[config.mk]
export PLATFORM = sky130hd
export DESIGN_NAME = slhp_top
export DESIGN_NICKNAME = d
export VERILOG_FILES = /design/src/common/slhp_pkg.sv /design/src/design/slhp_fifo.sv /design/src/design/slhp_top.sv
export SDC_FILE = /design/constraint.sdc
export NUM_CORES = 1
export LEC_CHECK = 0
export BUFFER_PORTS_ARGS = -buffer_cell sky130_fd_sc_hd__buf_2
export CORE_AREA = 5 5 174 176
export CTS_CLUSTER_DIAMETER = 100
export DETAILED_ROUTE_END_ITERATION = 16
export DIE_AREA = 0 0 179 181
export PLACE_DENSITY = 0.7
export REMOVE_ABC_BUFFERS = 1
export SLEW_MARGIN = 20
export SYNTH_ARGS = -nofsm -noshare
export SYNTH_HDL_FRONTEND = slang
export SYNTH_HIERARCHICAL = 1
export SYNTH_SLANG_ARGS = --single-unit
[constraint.sdc]
create_clock -name CLOCK -period 3.85 [get_ports CLOCK]
set_input_delay 0.385 -clock CLOCK [delete_from_list [all_inputs] [get_ports CLOCK]]
set_output_delay 0.385 -clock CLOCK [all_outputs]
set_load 0.02 [all_outputs]
[src/common/slhp_pkg.sv]
// shared constants and types for the serial link host port
package slhp_pkg;
    // clock and link bit timing
    localparam int CLK_PERIOD_NS = 20;
    localparam int BIT_NS_SLOW = 100;
    localparam int BIT_NS_FAST = 50;
    localparam logic [3:0] BIT_CYC_SLOW = 4'((BIT_NS_SLOW + CLK_PERIOD_NS - 1) / CLK_PERIOD_NS);
    localparam logic [3:0] BIT_CYC_FAST = 4'((BIT_NS_FAST + CLK_PERIOD_NS - 1) / CLK_PERIOD_NS);

    // register select codes
    localparam logic [1:0] SEL_RX_DATA = 2'h0;
    localparam logic [1:0] SEL_TX_DATA = 2'h1;
    localparam logic [1:0] SEL_RX_STAT = 2'h2;
    localparam logic [1:0] SEL_TX_STAT = 2'h3;

    // status register fields
    localparam int FLAG_BIT = 0;
    localparam int IE_BIT = 1;

    // link framing
    localparam logic [3:0] DATA_FRAME_BITS = 4'hB;
    localparam logic [3:0] ACK_FRAME_BITS = 4'h2;

    // receive buffer shape
    localparam int FIFO_WIDTH = 8;
    localparam int FIFO_DEPTH = 32;

    // values after reset, and the fixed value of undefined reads
    localparam logic OUT_READY_RESET = 1'b1;
    localparam logic IE_RESET = 1'b0;
    localparam logic [7:0] UNDEFINED_READ = 8'h00;

    typedef struct packed {
        logic select_n;
        logic [1:0] reg_sel;
        logic rd;
        logic [7:0] data;
        logic serial;
        logic rate;
    } slhp_pins_type;

    typedef struct packed {
        logic [1:0] reg_sel;
        logic rd;
    } slhp_access_type;

    localparam slhp_pins_type PINS_RESET = '{select_n: 1'b1, reg_sel: 2'h0, rd: 1'b0,
                                             data: 8'h00, serial: 1'b0, rate: 1'b0};
    localparam int PIN_BITS = $bits(slhp_pins_type);

    typedef enum logic [1:0] {TX_IDLE = 2'h0, TX_SEND = 2'h1} slhp_tx_state_type;
    typedef enum logic [1:0] {
        RX_IDLE = 2'h0, RX_TYPE = 2'h1, RX_DATA = 2'h3, RX_STOP = 2'h2
    } slhp_rx_state_type;
endpackage

[src/design/slhp_fifo.sv]
// receive byte buffer with valid/ready on both sides
`timescale 1ns/10ps
module slhp_fifo import slhp_pkg::*; #(
    parameter int WIDTH = FIFO_WIDTH,
    parameter int DEPTH = FIFO_DEPTH
) (
    // clock and reset
    input wire logic clock,
    input wire logic rst_n,
    // filling side
    input wire logic in_valid,
    input wire logic [WIDTH-1:0] in_data,
    output logic in_ready,
    // draining side
    output logic out_valid,
    output logic [WIDTH-1:0] out_data,
    input wire logic out_ready
);
    localparam int AW = $clog2(DEPTH);

    logic [WIDTH-1:0] mem [DEPTH];
    logic [AW:0] wr_ptr_reg;
    logic [AW:0] rd_ptr_reg;
    logic full;
    logic empty;
    logic push;
    logic pop;

    assign full = (wr_ptr_reg[AW] != rd_ptr_reg[AW]) &&
                  (wr_ptr_reg[AW-1:0] == rd_ptr_reg[AW-1:0]);
    assign empty = wr_ptr_reg == rd_ptr_reg;
    assign in_ready = !full;
    assign out_valid = !empty;
    assign out_data = mem[rd_ptr_reg[AW-1:0]];
    assign push = in_valid && !full;
    assign pop = out_ready && !empty;

    always_ff @(posedge clock) begin
        if (push) begin
            mem[wr_ptr_reg[AW-1:0]] <= in_data;
        end
    end

    always_ff @(posedge clock) begin
        if (!rst_n) begin
            wr_ptr_reg <= '0;
        end else if (push) begin
            wr_ptr_reg <= wr_ptr_reg + 1'b1;
        end
    end

    always_ff @(posedge clock) begin
        if (!rst_n) begin
            rd_ptr_reg <= '0;
        end else if (pop) begin
            rd_ptr_reg <= rd_ptr_reg + 1'b1;
        end
    end
endmodule

[src/design/slhp_top.sv]
// parallel host port of the serial link adaptor
`timescale 1ns/10ps
// Summary of operation
// - data bus driven only while selected for a read, else released
// - host sets select and direction first; write data taken at select rise
// - register select and direction latched at select fall
// - decode: 00 read data, 01 write data, 10 input status, 11 output status
// - receive register holds last data byte, never an acknowledge; writes ignored; here it gives the oldest unread of up to 32 buffered bytes
// - data-present set on byte arrival, cleared only by data read or reset
// - each status register has a writable, readable interrupt enable
// - receive interrupt is enable AND data-present
// - receive interrupt rises within 14 bit times of packet start
// - data read sends an acknowledge 0.8 to 2.5 bits after select rise; with rate select high it starts 7 to 8 clocks, about 2.3 to 2.7 bits, after
// - transmit write clears output-ready and sends a data packet
// - output-ready sets after byte sent and acknowledge received
// - output-ready cleared only by transmit write, set by reset
// - reading transmit register gives undefined data, no side effect
// - transmit interrupt is enable AND output-ready
// - bit time is 100 ns at 10 Mbit/s
// - data packet 1,1,eight bits lsb first,0; acknowledge 1,0; idle low
// - reset holds link and interrupts low, enables cleared, bus released
// - rate select low runs 10 Mbit/s; high should run 20 Mbit/s but runs 60 ns bits (3 clocks), about 16.7 Mbit/s
module slhp_top import slhp_pkg::*; (
    // clock and reset
    input wire logic CLOCK,
    input wire logic RST_N,
    // host bus
    input wire logic HOST_SELECT_LOW,
    input wire logic [1:0] REGISTER_SELECT_LINES,
    input wire logic READ_WRITE_LINE,
    input wire logic [7:0] HOST_BYTE_BUS_IN,
    output logic [7:0] HOST_BYTE_BUS_OUT,
    output logic HOST_BYTE_BUS_OE,
    // interrupts
    output logic RECEIVE_IRQ,
    output logic TRANSMIT_IRQ,
    // serial link
    input wire logic SERIAL_IN,
    output logic SERIAL_OUT,
    input wire logic SERIAL_RATE_SELECT
);
    function automatic logic is_access(slhp_access_type a, logic [1:0] sel, logic rd);
        return (a.reg_sel == sel) && (a.rd == rd);
    endfunction

    slhp_pins_type pins_raw;
    slhp_pins_type pins_s1_reg;
    slhp_pins_type pins_s2_reg;
    slhp_pins_type pins_s3_reg;
    slhp_pins_type pins_reg;
    logic cs_prev_reg;
    logic cs_fall;
    logic cs_rise;
    slhp_access_type access_reg;
    slhp_access_type access_now;
    logic selected_reg;
    logic rx_read;
    logic tx_write;
    logic rx_stat_write;
    logic tx_stat_write;
    logic [7:0] read_value;
    logic [3:0] bit_cyc;
    logic rx_ie_reg;
    logic tx_ie_reg;
    logic out_ready_reg;
    logic data_done_reg;
    logic ack_seen_reg;
    logic ack_pending_reg;
    logic tx_pending_reg;
    logic [7:0] tx_byte_reg;
    slhp_tx_state_type tx_state_reg;
    logic [3:0] tx_div_reg;
    logic [3:0] tx_cnt_reg;
    logic [9:0] tx_shift_reg;
    logic tx_sending_data_reg;
    logic tx_tick;
    logic start_ack;
    logic start_data;
    logic data_end;
    slhp_rx_state_type rx_state_reg;
    logic [3:0] rx_cnt_reg;
    logic [2:0] rx_idx_reg;
    logic [7:0] rx_shift_reg;
    logic rx_push_reg;
    logic ack_pulse_reg;
    logic serial_prev_reg;
    logic fifo_in_ready;
    logic data_present;
    logic [7:0] receive_byte;

    // pin sampling: three stages, a change counts when stages two and three agree
    assign pins_raw = '{select_n: HOST_SELECT_LOW, reg_sel: REGISTER_SELECT_LINES,
                        rd: READ_WRITE_LINE, data: HOST_BYTE_BUS_IN,
                        serial: SERIAL_IN, rate: SERIAL_RATE_SELECT};

    always_ff @(posedge CLOCK) begin
        if (!RST_N) begin
            pins_s1_reg <= PINS_RESET;
            pins_s2_reg <= PINS_RESET;
            pins_s3_reg <= PINS_RESET;
        end else begin
            pins_s1_reg <= pins_raw;
            pins_s2_reg <= pins_s1_reg;
            pins_s3_reg <= pins_s2_reg;
        end
    end

    for (genvar i = 0; i < PIN_BITS; i++) begin : g_agree
        always_ff @(posedge CLOCK) begin
            if (!RST_N) begin
                pins_reg[i] <= PINS_RESET[i];
            end else if (pins_s2_reg[i] == pins_s3_reg[i]) begin
                pins_reg[i] <= pins_s3_reg[i];
            end
        end
    end

    // all pins share one delay, so select, address and data stay aligned
    assign cs_fall = cs_prev_reg && !pins_reg.select_n;
    assign cs_rise = !cs_prev_reg && pins_reg.select_n;
    assign access_now = '{reg_sel: pins_reg.reg_sel, rd: pins_reg.rd};
    assign bit_cyc = pins_reg.rate ? BIT_CYC_FAST : BIT_CYC_SLOW;

    always_ff @(posedge CLOCK) begin
        if (!RST_N) begin
            cs_prev_reg <= 1'b1;
            selected_reg <= 1'b0;
            access_reg <= '0;
        end else begin
            cs_prev_reg <= pins_reg.select_n;
            if (cs_fall) begin
                access_reg <= access_now;
                selected_reg <= 1'b1;
            end else if (cs_rise) begin
                selected_reg <= 1'b0;
            end
        end
    end

    // every side effect happens at select rise, when write data is valid
    assign rx_read = cs_rise && selected_reg && is_access(access_reg, SEL_RX_DATA, 1'b1);
    assign tx_write = cs_rise && selected_reg && is_access(access_reg, SEL_TX_DATA, 1'b0);
    assign rx_stat_write = cs_rise && selected_reg && is_access(access_reg, SEL_RX_STAT, 1'b0);
    assign tx_stat_write = cs_rise && selected_reg && is_access(access_reg, SEL_TX_STAT, 1'b0);

    // read data, invalid and transmit reads give a fixed value
    always_comb begin
        read_value = UNDEFINED_READ;
        if (access_now.rd) begin
            case (access_now.reg_sel)
                SEL_RX_DATA: read_value = receive_byte;
                SEL_RX_STAT: read_value = {6'h00, rx_ie_reg, data_present};
                SEL_TX_STAT: read_value = {6'h00, tx_ie_reg, out_ready_reg};
                default: read_value = UNDEFINED_READ;
            endcase
        end
    end

    always_ff @(posedge CLOCK) begin
        if (!RST_N) begin
            HOST_BYTE_BUS_OUT <= 8'h00;
            HOST_BYTE_BUS_OE <= 1'b0;
        end else if (cs_fall) begin
            HOST_BYTE_BUS_OUT <= read_value;
            HOST_BYTE_BUS_OE <= access_now.rd;
        end else if (cs_rise) begin
            HOST_BYTE_BUS_OE <= 1'b0;
        end
    end

    // interrupt enables; other written bits are dropped so reserved bits read zero
    always_ff @(posedge CLOCK) begin
        if (!RST_N) begin
            rx_ie_reg <= IE_RESET;
            tx_ie_reg <= IE_RESET;
        end else begin
            if (rx_stat_write) begin
                rx_ie_reg <= pins_reg.data[IE_BIT];
            end
            if (tx_stat_write) begin
                tx_ie_reg <= pins_reg.data[IE_BIT];
            end
        end
    end

    always_ff @(posedge CLOCK) begin
        if (!RST_N) begin
            RECEIVE_IRQ <= 1'b0;
            TRANSMIT_IRQ <= 1'b0;
        end else begin
            RECEIVE_IRQ <= rx_ie_reg && data_present;
            TRANSMIT_IRQ <= tx_ie_reg && out_ready_reg;
        end
    end

    // transmit side flags
    always_ff @(posedge CLOCK) begin
        if (!RST_N) begin
            tx_byte_reg <= 8'h00;
            tx_pending_reg <= 1'b0;
        end else begin
            if (tx_write) begin
                tx_byte_reg <= pins_reg.data;
            end
            tx_pending_reg <= tx_write || (tx_pending_reg && !start_data);
        end
    end

    always_ff @(posedge CLOCK) begin
        if (!RST_N) begin
            ack_pending_reg <= 1'b0;
        end else begin
            ack_pending_reg <= rx_read || (ack_pending_reg && !start_ack);
        end
    end

    always_ff @(posedge CLOCK) begin
        if (!RST_N) begin
            out_ready_reg <= OUT_READY_RESET;
            data_done_reg <= 1'b0;
            ack_seen_reg <= 1'b0;
        end else if (tx_write) begin
            out_ready_reg <= 1'b0;
            data_done_reg <= 1'b0;
            ack_seen_reg <= 1'b0;
        end else if (data_done_reg && ack_seen_reg) begin
            out_ready_reg <= 1'b1;
            data_done_reg <= 1'b0;
            ack_seen_reg <= ack_pulse_reg;
        end else begin
            data_done_reg <= data_done_reg || data_end;
            ack_seen_reg <= ack_seen_reg || (ack_pulse_reg && !out_ready_reg);
        end
    end

    // bit divider restarts from idle so a packet starts one full bit after its request
    assign tx_tick = tx_div_reg == bit_cyc - 4'h1;
    assign start_ack = tx_tick && (tx_state_reg == TX_IDLE) && ack_pending_reg;
    assign start_data = tx_tick && (tx_state_reg == TX_IDLE) && !ack_pending_reg
                        && tx_pending_reg;
    assign data_end = tx_tick && (tx_state_reg == TX_SEND) && (tx_cnt_reg == 4'h0)
                      && tx_sending_data_reg;

    always_ff @(posedge CLOCK) begin
        if (!RST_N) begin
            tx_div_reg <= 4'h0;
        end else if (tx_tick || (tx_state_reg == TX_IDLE && !ack_pending_reg
                                 && !tx_pending_reg)) begin
            tx_div_reg <= 4'h0;
        end else begin
            tx_div_reg <= tx_div_reg + 4'h1;
        end
    end

    always_ff @(posedge CLOCK) begin
        if (!RST_N) begin
            tx_state_reg <= TX_IDLE;
            tx_cnt_reg <= 4'h0;
            tx_shift_reg <= 10'h000;
            tx_sending_data_reg <= 1'b0;
            SERIAL_OUT <= 1'b0;
        end else if (tx_tick) begin
            case (tx_state_reg)
                TX_IDLE: begin
                    if (start_ack) begin
                        SERIAL_OUT <= 1'b1;
                        tx_shift_reg <= 10'h000;
                        tx_cnt_reg <= ACK_FRAME_BITS - 4'h1;
                        tx_sending_data_reg <= 1'b0;
                        tx_state_reg <= TX_SEND;
                    end else if (start_data) begin
                        SERIAL_OUT <= 1'b1;
                        tx_shift_reg <= {1'b0, tx_byte_reg, 1'b1};
                        tx_cnt_reg <= DATA_FRAME_BITS - 4'h1;
                        tx_sending_data_reg <= 1'b1;
                        tx_state_reg <= TX_SEND;
                    end
                end
                TX_SEND: begin
                    if (tx_cnt_reg == 4'h0) begin
                        SERIAL_OUT <= 1'b0;
                        tx_state_reg <= TX_IDLE;
                    end else begin
                        SERIAL_OUT <= tx_shift_reg[0];
                        tx_shift_reg <= {1'b0, tx_shift_reg[9:1]};
                        tx_cnt_reg <= tx_cnt_reg - 4'h1;
                    end
                end
                default: tx_state_reg <= TX_IDLE;
            endcase
        end
    end

    // receiver samples mid-bit; acknowledges only flag the transmit side
    always_ff @(posedge CLOCK) begin
        if (!RST_N) begin
            rx_state_reg <= RX_IDLE;
            rx_cnt_reg <= 4'h0;
            rx_idx_reg <= 3'h0;
            rx_shift_reg <= 8'h00;
            rx_push_reg <= 1'b0;
            ack_pulse_reg <= 1'b0;
            serial_prev_reg <= 1'b0;
        end else begin
            serial_prev_reg <= pins_reg.serial;
            ack_pulse_reg <= 1'b0;
            if (rx_push_reg && fifo_in_ready) begin
                rx_push_reg <= 1'b0;
            end
            case (rx_state_reg)
                RX_IDLE: begin
                    if (pins_reg.serial && !serial_prev_reg) begin
                        rx_cnt_reg <= bit_cyc + {1'b0, bit_cyc[3:1]} - 4'h1;
                        rx_state_reg <= RX_TYPE;
                    end
                end
                RX_TYPE: begin
                    if (rx_cnt_reg != 4'h0) begin
                        rx_cnt_reg <= rx_cnt_reg - 4'h1;
                    end else if (pins_reg.serial) begin
                        rx_idx_reg <= 3'h0;
                        rx_cnt_reg <= bit_cyc - 4'h1;
                        rx_state_reg <= RX_DATA;
                    end else begin
                        ack_pulse_reg <= 1'b1;
                        rx_state_reg <= RX_IDLE;
                    end
                end
                RX_DATA: begin
                    if (rx_cnt_reg != 4'h0) begin
                        rx_cnt_reg <= rx_cnt_reg - 4'h1;
                    end else begin
                        rx_shift_reg <= {pins_reg.serial, rx_shift_reg[7:1]};
                        rx_cnt_reg <= bit_cyc - 4'h1;
                        rx_idx_reg <= rx_idx_reg + 3'h1;
                        if (rx_idx_reg == 3'h7) begin
                            rx_state_reg <= RX_STOP;
                        end
                    end
                end
                RX_STOP: begin
                    // a byte still waiting on a full buffer stalls the next one here until it is taken
                    if (rx_cnt_reg != 4'h0) begin
                        rx_cnt_reg <= rx_cnt_reg - 4'h1;
                    end else if (!rx_push_reg) begin
                        rx_push_reg <= 1'b1;
                        rx_state_reg <= RX_IDLE;
                    end
                end
                default: rx_state_reg <= RX_IDLE;
            endcase
        end
    end

    // received bytes; head of buffer is the receive register, valid is data-present
    slhp_fifo #(
        .WIDTH(FIFO_WIDTH),
        .DEPTH(FIFO_DEPTH)
    ) u_rx_fifo (
        .clock(CLOCK),
        .rst_n(RST_N),
        .in_valid(rx_push_reg),
        .in_data(rx_shift_reg),
        .in_ready(fifo_in_ready),
        .out_valid(data_present),
        .out_data(receive_byte),
        .out_ready(rx_read)
    );
endmodule

# Yosys cells after proc, flatten, opt, wreduce, memory -nomap -nowiden
# Memory sizes are Yosys's and may differ from the RTL's. A register that Yosys moved wholly into a read port is not among the register bits.
# Cells that the tools add are included.
# Widths: inputs -> output; s select.
# word_totals
regBits	141
ramBits	256
output_inout_bits	12
word_cells	238
memories	1
# memory_table
name	depth	word_bits	read_ports	rd_clocked_by_memory_dff	write_ports	line_no	text
u_rx_fifo.mem	32	8	1	1	1	slhp_fifo.sv:21	logic [WIDTH-1:0] mem [DEPTH];
# classes
addsub	9
n_eq_ne	40
mux	53
n_bitwise	4
n_reduce_logical	68
# ops
op	n
$mux 4	8
$logic_and 1x1->1	30
$mux 10	3
$pmux 8 s3	1
$mux 2	10
$pmux 10 s2	1
$ne 2x2->1 const B	9
$mux 1	17
$pmux 4 s4	1
$eq 1x1->1	14
$add 6x1->6 const B	2
$eq 2x2->1 const B	6
$mux 3	4
$reduce_and 3->1	4
$sub 4x1->4 const B	3
$logic_not 1->1	10
$mux 5	2
$reduce_bool 2->1	5
$logic_not 2->1	4
$mux 8	1
$pmux 2 s4	1
$pmux 4 s2	1
$reduce_and 4->1	2
$eq 2x1->1 const B	3
22 further kinds	32

# Depth between registers and ports, before layout
# Gate-level depths: netlist of run 1.
# depth
depth_word	9
mapped_depth	9

# By module
# Netlist of run 1, hierarchy kept.
# by_module_without_submodules
module	instances	cells_each	area_per_inst_um2	seq_area_each_um2
slhp_fifo	1	493	10661.5	8027.7
slhp_top	1	518	4765.8	2542.4

# Worst setup path before layout of run 1
# OpenSTA, ideal clock, no wires.
# synth_timing
path_type	reg-to-reg
start	register (tool-made name)
end	register HOST_BYTE_BUS_OUT[0]
setup_time_ns	0.132
t_arrival_ns	2.287
required_time_ns	3.718
slack_ns	1.430
stages_incl_launch_ff	10
n_path_buf	2
synth_period_minus_slack_ns	2.420
cell_sequence	dfxtp_1 > clkbuf_1 > buf_1 > mux4_2 > mux4_2 > mux2_2 > mux2i_1 > o21ai_0 > nand3_1 > a21oi_1
# synth_lines
item	line_no	text
end signal, assigned	slhp_top.sv:164	HOST_BYTE_BUS_OUT <= read_value;
end, declared	slhp_top.sv:32	output logic [7:0] HOST_BYTE_BUS_OUT,

# Worst setup path in the final report of run 1
# layout_timing
start	register u_rx_fifo.wr_ptr_reg[3]
end	memory u_rx_fifo/mem[12][1] (netlist name) (enable)
# layout_between
elab_chain_len	6
# layout_rtl
item	line_no	text
start, declared	slhp_fifo.sv:22	logic [AW:0] wr_ptr_reg;
start signal, assigned	slhp_fifo.sv:48	wr_ptr_reg <= wr_ptr_reg + 1'b1;
$eq 5x5->1	slhp_fifo.sv:30	(wr_ptr_reg[AW-1:0] == rd_ptr_reg[AW-1:0]);
$logic_and 1x1->1	slhp_fifo.sv:29	assign full = (wr_ptr_reg[AW] != rd_ptr_reg[AW]) &&
$logic_not 1->1	slhp_fifo.sv:35	assign push = in_valid && !full;
$logic_and 1x1->1	slhp_fifo.sv:35	
$mux 1	slhp_fifo.sv:39	if (push) begin
$mux 1 (implied by the code)	slhp_fifo.sv:40	mem[wr_ptr_reg[AW-1:0]] <= in_data;
end, declared	slhp_fifo.sv:21	
# Several ways; a longest one is shown, not always the timed one.

==> impl_metrics.yaml, run 1 <==
run_status:
  status: "finished, final reports clean"
cells_and_area:
  n_antenna_cell: 0
  fin_cells: 1460
  nNetsFinal: 1075
  drive_gt1_frac: 0.2007
  multiInputGateArea_mm2: 0.004534
  filler_cell_count: 2159
  regArea_mm2: 0.01058
  area_delta_synth_final_pct: 11.69
  largest_reg_flops: 256
  design_area_mm2: 0.01723
die:
  num_rows: 62
  dieHeight_um: 181
  coreArea_mm2: 0.02847
  die_w_um: 179
  initial_core_util: 0.5419
  die_area_mm2: 0.03240
  ios: 28
clocking:
  htreeDepth: 2
  clkSinkCount: 400
  post_cts_resized: 0
  clock_path_buffers: 3
  postCtsSetupBuffers: 0
  clock_latency_ps: 530
  path_clk_slew_ps: 60
  numCtsBuffers: 39
  cts_root_buf: "clkbuf_16"
  cts_hold_buf: 0
  cts_tree: "done"
global_routing:
  antenna_found_initial: 0
  grt_pass1_vias: 8365
  grt_pass1_wl_um: 47040
  gr-usage-all-layers: 0.1850
  grt_max_degree: 85
  gr-total-overflow: 0
synthesis:
  synthFlopType: "edfxtp_1"
  synth_edf_count: 256
  yosysSeqAreaShare: 0.6852
  avgSynthCellArea_um2: 15.26
  syn-instance-count: 1011
  synth.distinct_cells: 60
  ys_warn_count: 6
  ys_ff_latch: 400
  async_reset_ff_frac: 0
  mappedNetlistArea_mm2: 0.01543
power_and_ir_drop:
  swShare: 0.1925
  peakVddDrop_mv: 0.3307
  powerDensity_mw_per_mm2: 479.8
  clockPowerShare: 0.446
  netSwitchingPower_w: 0.001591
  p_comb_frac: 0.006
  p_seq_frac: 0.548
  leakagePower_nw: 5.738
  p_int_w: 0.006677
detailed_routing:
  ant_nets: 0
  dr_wl_met2_um: 14490
  vias_per_cell: 5.690
  first_pass_iters: 5
  drc: 0
  wl_met1_um: 12670
  finalWirelength_um: 29260
  drtIter0Drc: 710
  topRoutingLayerUsed: "met4"
  vias: 8308
  avgRoutedWirePerCell_um: 20.04
  wl_met3_um: 1494
setup_path:
  critPathLaunchType: "register"
  rr_worst_depth: 6
  endpoint_kind: "register"
  critPathArrivalTime_ps: 3140
  reg2reg_setup_slack_ps: 860
  critical_path.max_fanout: 11
  rr_startpoint: "u_rx_fifo/wr_ptr_reg[3]"
  reg2reg_to: "u_rx_fifo/mem[12][1]"
  required_ps: 4000
  path_class: "register to register"
sta:
  clock_skew_ps: 22.18
  period_minus_slack_ps: 2988
  setup_tns_ps: 0
  timing.fmax_mhz: 334.7
  setup_ws_ps: 861.8
  worstMarginPinSlew_ps: 986.0
  rsz0062_at_grt: "false"
  holdWs_ps: 44.51
  setup_viol: 0
  slew_violations: 0
  period_share: 0.7761
  hold_viol_final: 0
  slew_headroom: 0.3376
placed_design:
  placed_cell_area_mm2: 0.01596
  preCtsSetupSlack_ps: 935.1
  dp_cells: 1389
  place_congestion: 0.7733
  io_buffers: 27
  dp_hpwl_um: 18690
job:
  drv_cap: 0
worst_hold_path:
  min_path_cells: 2
  worstHoldStart: "HOST_SELECT_LOW"
  holdPathEnd: "pins_s1_reg[13]"
  hp-class: "input pin to register"
## worst max-delay path by stage
| stage | startpoint | end | slack (ps) | cells past startpoint |
|---|---|---|---|---|
| floorplan | register | HOST_BYTE_BUS_OUT[0] | -710 | 7 |
| global placement | u_rx_fifo/wr_ptr_reg[3] | u_rx_fifo/mem[12][5] | 940 | 6 |
| detailed placement | u_rx_fifo/wr_ptr_reg[3] | u_rx_fifo/mem[12][5] | 940 | 6 |
| CTS | u_rx_fifo/wr_ptr_reg[3] | u_rx_fifo/mem[12][1] | 920 | 6 |
| global route | u_rx_fifo/wr_ptr_reg[2] | u_rx_fifo/mem[12][1] | 710 | 5 |
| finish | u_rx_fifo/wr_ptr_reg[3] | u_rx_fifo/mem[12][1] | 860 | 6 |
## final cells by class
type | instances | area share
inverters | 18 | 0.003921
multi-input cells | 539 | 0.2631
clock inverters | 18 | 0.007624
repair buffers | 48 | 0.01772
clock buffers | 53 | 0.06557
well taps | 384 | 0.02788
flip-flops and latches | 400 | 0.6141
## routing by layer
layer,vias up,global-route usage
met5,-,0
met4,0,0.04483
met3,46,0.03010
met2,226,0.3014
met1,4156,0.2637
li1,3880,-
## kinds of logic (layout without fill, tap and decap cells)
logic type      count (synthesis)  in the layout  synth area share
xor+xnor                       15             15          0.008516
simple gates                  276            276           0.08881
buf+inv                        72            137           0.02109
compound gates                129            129           0.05158
fa+ha+maj                      13             13           0.01054
mux                           106            106            0.1343
flops                         400            400            0.6852
## power groups by stage
stage               Combinational, W  Clock (W)  Sequential, W
floorplan                  0.0000221          0        0.00462
finish                     0.0000474    0.00369        0.00453
detailed placement         0.0000486          0        0.00462
global route               0.0000541    0.00396        0.00453
global placement           0.0000476          0        0.00462
CTS                        0.0000486    0.00377        0.00453
## stage by stage
step                        util  total power, W
after floorplan                -        0.004646
after global placement    0.5606        0.004672
after detailed placement  0.5607        0.004674
after CTS                 0.6050        0.008347
after global routing      0.6053        0.008545
final                     0.6053        0.008268
## cell usage in the layout, fill, tap and decap left out, types with 3 or more instances in the layout
cell type / n
edfxtp_1: 256
dfxtp_1: 136
mux4_2: 80
nand2_1: 72
nor2_1: 69
a21oi_1: 56
and2_1: 47
clkbuf_16: 40
o21ai_0: 32
buf_2: 27
nand3_1: 25
buf_4: 20
mux2i_1: 18
inv_1: 17
ha_1: 13
nand2b_1: 11
nor3_1: 9
xor2_1: 9
a311oi_1: 8
clkbuf_8: 8
mux2_2: 8
nor2b_1: 7
dfxtp_2: 7
xnor2_1: 6
nand4_1: 6
clkbuf_1: 5
clkinv_1: 5
and3_1: 4
nand3b_1: 4
nor3b_1: 4
o22ai_1: 4
o31ai_1: 3
o211ai_1: 3
inv_6: 3
clkinv_2: 3
clkinvlp_4: 3
o21a_1: 3
## cells in the mapped netlist (3+ instances only)
library cell	n	area share
buf_4	7	0.0034
inv_1	16	0.0039
o22ai_1	4	0.0016
nand2b_1	11	0.0045
nand2_1	72	0.018
clkbuf_1	25	0.0061
nand3_1	25	0.0081
xor2_1	9	0.0051
buf_6	3	0.0022
buf_2	5	0.0016
nor2b_1	7	0.0028
a21oi_1	56	0.018
ha_1	13	0.011
nand3b_1	4	0.0019
a311oi_1	8	0.0045
edfxtp_1	256	0.50
o31ai_1	3	0.0015
and2_1	47	0.019
nand4_1	6	0.0024
buf_1	14	0.0034
mux2i_1	18	0.012
o211ai_1	3	0.0015
and3_1	4	0.0016
o21ai_0	32	0.010
dfxtp_1	144	0.19
nor2_1	70	0.017
mux4_2	80	0.12
nor3b_1	4	0.0019
mux2_2	8	0.0058
o21a_1	3	0.0015
xnor2_1	6	0.0034
nor3_1	9	0.0029
## worst max-delay path, cell delays in order, from the launching register on
cell	delay (ps)
dfxtp_1	500
xor2_1	190
nor3_1	60
buf_4	160
a21boi_1	470
nand2_1	420
nor2_1	810
Note: power is estimated with default switching activity, not from simulation.
==> run 2, diff against run 1 <==
--- a/config.mk
+++ b/config.mk
@@ -5,12 +5,13 @@
 export SDC_FILE = /design/constraint.sdc
 export NUM_CORES = 1
 export LEC_CHECK = 0
+export ABC_AREA = 1
 export BUFFER_PORTS_ARGS = -buffer_cell sky130_fd_sc_hd__buf_2
-export CORE_AREA = 5 5 174 176
+export CORE_AREA = 5 5 178 180
 export CTS_CLUSTER_DIAMETER = 100
 export DETAILED_ROUTE_END_ITERATION = 16
-export DIE_AREA = 0 0 179 181
-export PLACE_DENSITY = 0.7
+export DIE_AREA = 0 0 183 185
+export PLACE_DENSITY = 0.71
 export REMOVE_ABC_BUFFERS = 1
 export SLEW_MARGIN = 20
 export SYNTH_ARGS = -nofsm -noshare
==> constraint.sdc (replaced) <==
create_clock -name CLOCK -period 2.83 [get_ports CLOCK]
set_input_delay 0.283 -clock CLOCK [delete_from_list [all_inputs] [get_ports CLOCK]]
set_output_delay 0.283 -clock CLOCK [all_outputs]
set_load 0.02 [all_outputs]
==> run 2 against run 1 <==
Total power increased by 37%. Highest routed layer unchanged. Global-route usage up 2.1 points. Hold slack better by 360 ps. Critical path depth did not move. First-iteration DRC count up 37%.
==> impl_metrics.yaml, run 2 <==
run_status:
  status: "finished, final reports clean"
setup_path:
  reg2reg_setup_slack_ps: 270
  critPathLaunchType: "register"
  cp_slowest_cell: "nor3_1"
  rr_worst_depth: 6
  critical_path.max_fanout: 28
  path_class: "register to register"
  required_ps: 2970
  reg2reg_to: "u_rx_fifo/mem[20][1]"
  cpLargestDelayFamily: "simple AND/OR/NAND/NOR gates"
  endpoint_kind: "register"
  rr_startpoint: "u_rx_fifo/wr_ptr_reg[2]"
  worst_path_most_repeated_cell: "nand2_1"
  critPathArrivalTime_ps: 2700
  cp_cell_sequence: "nand2_1 -> nand2_1 -> nor2_4 -> nand4_4 -> nand2_4 -> nor3_1"
  path_buf_inv: 0
  slowest_delay_ps: 910
synthesis:
  synthFlopType: "edfxtp_1"
  ys_ff_latch: 400
  synth.most_common_cell: "nand2_1"
  mappedNetlistArea_mm2: 0.01622
  synth_top_cell_area_share: 0.4741
  avgSynthCellArea_um2: 9.924
  ys_warn_count: 6
  netlist_top_cells_area: "edfxtp_1 (47%), dfxtp_1 (18%), nand2_1 (11%)"
  synth_common_cells: "nand2_1 (475), nand3_1 (268), edfxtp_1 (256), dfxtp_1 (144), inv_1 (96)"
  synth_edf_count: 256
  syn-instance-count: 1634
  yosysSeqAreaShare: 0.6519
  async_reset_ff_frac: 0
  yosys.area.top_type: "edfxtp_1"
  synth.distinct_cells: 41
placed_design:
  dp_cells: 2007
  io_buffers: 27
  place_congestion: 0.8964
  dp_hpwl_um: 20900
  placed_cell_area_mm2: 0.01673
cells_and_area:
  fin_cells: 2093
  multiInputGateArea_mm2: 0.004842
  final_cell_mix: "nand2_1 (475), nand3_1 (268), edfxtp_1 (256), dfxtp_1 (142), inv_1 (96)"
  filler_cell_count: 2517
  nNetsFinal: 1697
  n_antenna_cell: 0
  design_area_mm2: 0.01812
  drive_gt1_frac: 0.09075
  regArea_mm2: 0.01058
  largest_reg_flops: 256
  final_common_cell: "nand2_1"
  area_delta_synth_final_pct: 11.77
detailed_routing:
  vias: 11343
  first_pass_iters: 5
  vias_per_cell: 5.419
  finalWirelength_um: 34860
  drtIter0Drc: 974
  ant_nets: 0
  avgRoutedWirePerCell_um: 16.66
  drc: 0
die:
  dieHeight_um: 185
  num_rows: 64
  ios: 28
  coreArea_mm2: 0.03003
  die_w_um: 183
  die_area_mm2: 0.03386
  initial_core_util: 0.5400
global_routing:
  antenna_found_initial: 0
  grt_pass1_vias: 11013
  gr-usage-all-layers: 0.2062
  gr-total-overflow: 0
  grt_pass1_wl_um: 56150
  grt_max_degree: 129
clocking:
  htreeDepth: 2
  cts_root_buf: "clkbuf_16"
  postCtsSetupBuffers: 0
  clock_latency_ps: 530
  cts_tree: "done"
  cts_hold_buf: 14
  path_clk_slew_ps: 60
  post_cts_resized: 0
  numCtsBuffers: 41
  clkSinkCount: 400
  clock_path_buffers: 3
sta:
  rsz0062_at_grt: "false"
  period_minus_slack_ps: 2562
  clock_skew_ps: 16.79
  timing.fmax_mhz: 390.3
  slew_headroom: 0.2689
  slew_violations: 0
  worstMarginPinSlew_ps: 1088
  period_share: 0.9053
  hold_viol_final: 0
  setup_viol: 0
power_and_ir_drop:
  p_total_w: 0.01135
  leakagePower_nw: 7.066
  peakVddDrop_mv: 0.4916
  clockPowerShare: 0.436
  swShare: 0.1974
  p_int_w: 0.009107
  powerDensity_mw_per_mm2: 626.1
  p_comb_frac: 0.018
  netSwitchingPower_w: 0.002240
  p_seq_frac: 0.546
worst_hold_path:
  worstHoldStart: "pins_s1_reg[5]"
  holdPathEnd: "pins_s2_reg[5]"
  hp-class: "register to register"
  min_path_cells: 2
job:
  drv_cap: 0
-- run 2: area by class of cell --
type,instances,area share
Sequential cell,400,0.5835
Multi-Input combinational cell,1041,0.2672
Clock buffer,60,0.06248
Timing Repair Buffer,73,0.03120
Tap cell,396,0.02734
Inverter,111,0.02333
Clock inverter,12,0.004971
-- run 2: power groups by stage --
stage               logic, W  clock network [W]  registers (W)
floorplan           0.000133                  0        0.00631
global placement    0.000187                  0        0.00631
detailed placement  0.000193                  0        0.00632
CTS                 0.000209            0.00505        0.00619
global route        0.000242            0.00530        0.00619
finish              0.000208            0.00495        0.00619
-- run 2: worst register-to-register path, cell delays in order, from the launching register on --
cell,delay [ps]
dfxtp_1,540
nand2_1,110
nand2_1,120
nor2_4,50
nand4_4,170
nand2_4,270
nor3_1,920
-- run 2: stage by stage --
| stage | setup slack (ps) | util | hold slack, ps | TNS, ps |
|---|---|---|---|---|
| 6_report | 268.1 | 0.6035 | 409.4 | 0 |
| 3_3_place_gp | 374.4 | 0.5572 | 393.3 | 0 |
| 3_5_place_dp | 255.1 | 0.5572 | 398.9 | 0 |
| 5_1_grt | 152.6 | 0.6035 | 422.5 | 0 |
| 4_1_cts | 246.8 | 0.6025 | 401.9 | 0 |
| 2_1_floorplan | -2032 | - | 351.9 | -15700 |
-- run 2: logic make-up (layout without fill, tap and decap cells) --
logic type | count (synthesis) | in the layout | share of synthesized area
DFF | 400 | 400 | 0.6519
and+or+nand+nor | 895 | 895 | 0.2414
xor gates and xnor gates | 10 | 10 | 0.005402
buffers and inverters | 193 | 256 | 0.05139
AOI/OAI and AO/OA | 123 | 123 | 0.03997
adders and majority gates | 13 | 13 | 0.01003
-- run 2: layer usage --
| metal | up-vias | global-route usage | wire length, um |
|---|---|---|---|
| met5 | - | 0 | 0 |
| met1 | 5356 | 0.2744 | 14980 |
| met2 | 365 | 0.3527 | 16740 |
| met3 | 66 | 0.03123 | 2214 |
| li1 | 5556 | - | - |
| met4 | 0 | 0.06377 | 923 |
-- run 2: how the worst max path moves through the flow --
stage | startpoint | end | slack, ps | depth (start not counted)
floorplan | register | HOST_BYTE_BUS_OUT[0] | -2030 | 12
global placement | u_rx_fifo/wr_ptr_reg[2] | u_rx_fifo/mem[18][2] | 370 | 6
detailed placement | u_rx_fifo/wr_ptr_reg[2] | u_rx_fifo/mem[1][5] | 260 | 6
CTS | u_rx_fifo/wr_ptr_reg[2] | u_rx_fifo/mem[1][5] | 250 | 6
global route | u_rx_fifo/wr_ptr_reg[2] | u_rx_fifo/mem[12][1] | 150 | 6
finish | u_rx_fifo/wr_ptr_reg[2] | u_rx_fifo/mem[20][1] | 270 | 6
==> run 3, diff against run 2 <==
--- a/config.mk
+++ b/config.mk
@@ -7,12 +7,13 @@
 export LEC_CHECK = 0
 export ABC_AREA = 1
 export BUFFER_PORTS_ARGS = -buffer_cell sky130_fd_sc_hd__buf_2
-export CORE_AREA = 5 5 178 180
+export CORE_AREA = 5 5 168 170
 export CTS_CLUSTER_DIAMETER = 100
 export DETAILED_ROUTE_END_ITERATION = 16
-export DIE_AREA = 0 0 183 185
-export PLACE_DENSITY = 0.71
+export DIE_AREA = 0 0 173 175
+export PLACE_DENSITY = 0.78
 export REMOVE_ABC_BUFFERS = 1
+export SETUP_SLACK_MARGIN = 0.2
 export SLEW_MARGIN = 20
 export SYNTH_ARGS = -nofsm -noshare
 export SYNTH_HDL_FRONTEND = slang
==> run 3 against run 2 <==
Core utilization up 7.7 points. Setup slack got worse by 6.9 ps. Sequential share of layout area up 0.10 points. Critical endpoint is now u_rx_fifo/mem[21][2]. Largest cell class unchanged. Highest routed layer unchanged.
==> impl_metrics.yaml, run 3 (synthesized netlist as in run 2, its figures left out) <==
run_status:
  status: "finished, final reports clean"
power_and_ir_drop:
  leakagePower_nw: 7.052
  powerDensity_mw_per_mm2: 640.6
  peakVddDrop_mv: 0.7784
global_routing:
  antenna_found_initial: 0
  gr-total-overflow: 0
  grt_max_degree: 129
  grt_pass1_wl_um: 56560
  gr-usage-all-layers: 0.2296
  grt_pass1_vias: 11144
detailed_routing:
  ant_nets: 0
  avgRoutedWirePerCell_um: 17.20
  vias: 11473
  first_pass_iters: 6
  drtIter0Drc: 1202
  drc: 0
  vias_per_cell: 5.657
  finalWirelength_um: 34890
die:
  die_area_mm2: 0.03028
  die_w_um: 173
  num_rows: 60
  dieHeight_um: 175
  initial_core_util: 0.6102
  ios: 28
  coreArea_mm2: 0.02658
sta:
  slew_headroom: 0.2831
  setup_viol: 0
  hold_viol_final: 0
  period_share: 0.9077
  clock_skew_ps: 24.83
  period_minus_slack_ps: 2569
  timing.fmax_mhz: 389.3
  worstMarginPinSlew_ps: 1067
  rsz0062_at_grt: "true"
  slew_violations: 0
  setup_tns_ps: 0
clocking:
  cts_tree: "done"
  path_clk_slew_ps: 60
  clock_latency_ps: 540
  cts_root_buf: "clkbuf_16"
  clkSinkCount: 400
  clock_path_buffers: 3
  htreeDepth: 2
  numCtsBuffers: 40
setup_path:
  reg2reg_setup_slack_ps: 260
  cp_slowest_cell: "nor3_1"
  required_ps: 2970
  cp_cell_sequence: "nand2_1 -> nand2_1 -> nor2_4 -> nand4_4 -> nand2_4 -> nor3_1"
  critical_path.max_fanout: 28
  rr_startpoint: "u_rx_fifo/wr_ptr_reg[2]"
  rr_worst_depth: 6
  worst_path_most_repeated_cell: "nand2_1"
  path_class: "register to register"
  endpoint_kind: "register"
  slowest_delay_ps: 900
  critPathArrivalTime_ps: 2710
  critPathLaunchType: "register"
  reg2reg_to: "u_rx_fifo/mem[21][2]"
cells_and_area:
  drive_gt1_frac: 0.09425
  filler_cell_count: 1976
  n_antenna_cell: 0
  area_delta_synth_final_pct: 11.57
  design_area_mm2: 0.01809
  fin_util: 0.6807
  largest_reg_flops: 256
  nNetsFinal: 1685
  final_cell_mix: "nand2_1 (475), nand3_1 (268), edfxtp_1 (256), dfxtp_1 (142), inv_1 (96)"
  fin_cells: 2028
  final_common_cell: "nand2_1"
placed_design:
  io_buffers: 27
  dp_hpwl_um: 20620
  dp_cells: 1941
  place_congestion: 0.8473
  placed_cell_area_mm2: 0.01658
worst_hold_path:
  hp-class: "input pin to register"
  holdPathEnd: "out_ready_reg"
  min_path_cells: 2
  worstHoldStart: "RST_N"
job:
  drv_cap: 0
run 3: what timing repair did:
| item | in CTS | in global routing |
|---|---|---|
| endpoints found under the hold margin | 14 | 0 |
| setup endpoints to repair | 0 | 64 |
| gates resized for setup | 0 | 1 |
| setup buffers | 0 | 0 |
| hold buffers | 14 | 0 |
run 3: cell type report:
class,count,area [um^2],share of cell area
clock buffers,49,1056,0.05837
repair buffers,62,483.0,0.02670
clock inverters,24,240.2,0.01328
well taps,341,426.7,0.02358
inverters,111,422.9,0.02338
flip-flops and latches,400,10580,0.5845
multi-input cells,1041,4887,0.2701
run 3: worst max path at each step:
stage          cells after the start                     from                   end  slack (ps)
6_report                           6  u_rx_fifo/wr_ptr_reg[2]  u_rx_fifo/mem[21][2]         260
2_1_floorplan                     12                 register  HOST_BYTE_BUS_OUT[0]       -2030
5_1_grt                            6  u_rx_fifo/wr_ptr_reg[2]   u_rx_fifo/mem[8][6]         110
3_5_place_dp                       6  u_rx_fifo/wr_ptr_reg[2]   u_rx_fifo/mem[1][5]         220
3_3_place_gp                       6  u_rx_fifo/wr_ptr_reg[2]   u_rx_fifo/mem[1][5]         330
4_1_cts                            6  u_rx_fifo/wr_ptr_reg[2]   u_rx_fifo/mem[1][1]         210
run 3: routing by layer:
metal  vias up  part of all wire  global-route usage
met2       446              0.49              0.3977
met1      5397              0.41              0.3000
met3        89             0.074             0.03592
met4         0             0.030             0.07350
met5         -                 0                   0
li1       5541                 -                   -
run 3: worst max-delay path: cells and delay by family (launching register included):
kind / cells / cell delay, ps
DFF: 1 / 540
and+or+nand+nor: 6 / 1610
run 3: where the power goes:
| group | internal [W] | leakage, nW | switching, W |
|---|---|---|---|
| Clock | 0.00304 | 0.635 | 0.00215 |
| Combinational | 0.0000746 | 2.88 | 0.000137 |
| Sequential | 0.00617 | 3.54 | 0.0000225 |
| Total | 0.00928 | 7.05 | 0.00230 |
run 3: metrics by stage:
step	hold slack, ps	total power [W]	worst slack (ps)
after floorplan	351.9	0.006444	-2032
after global placement	391.6	0.006502	325.3
after detailed placement	398.4	0.006510	219.6
after CTS	257.2	0.01166	208.4
after global routing	298.3	0.01195	111.9
final	270.5	0.01159	261.2
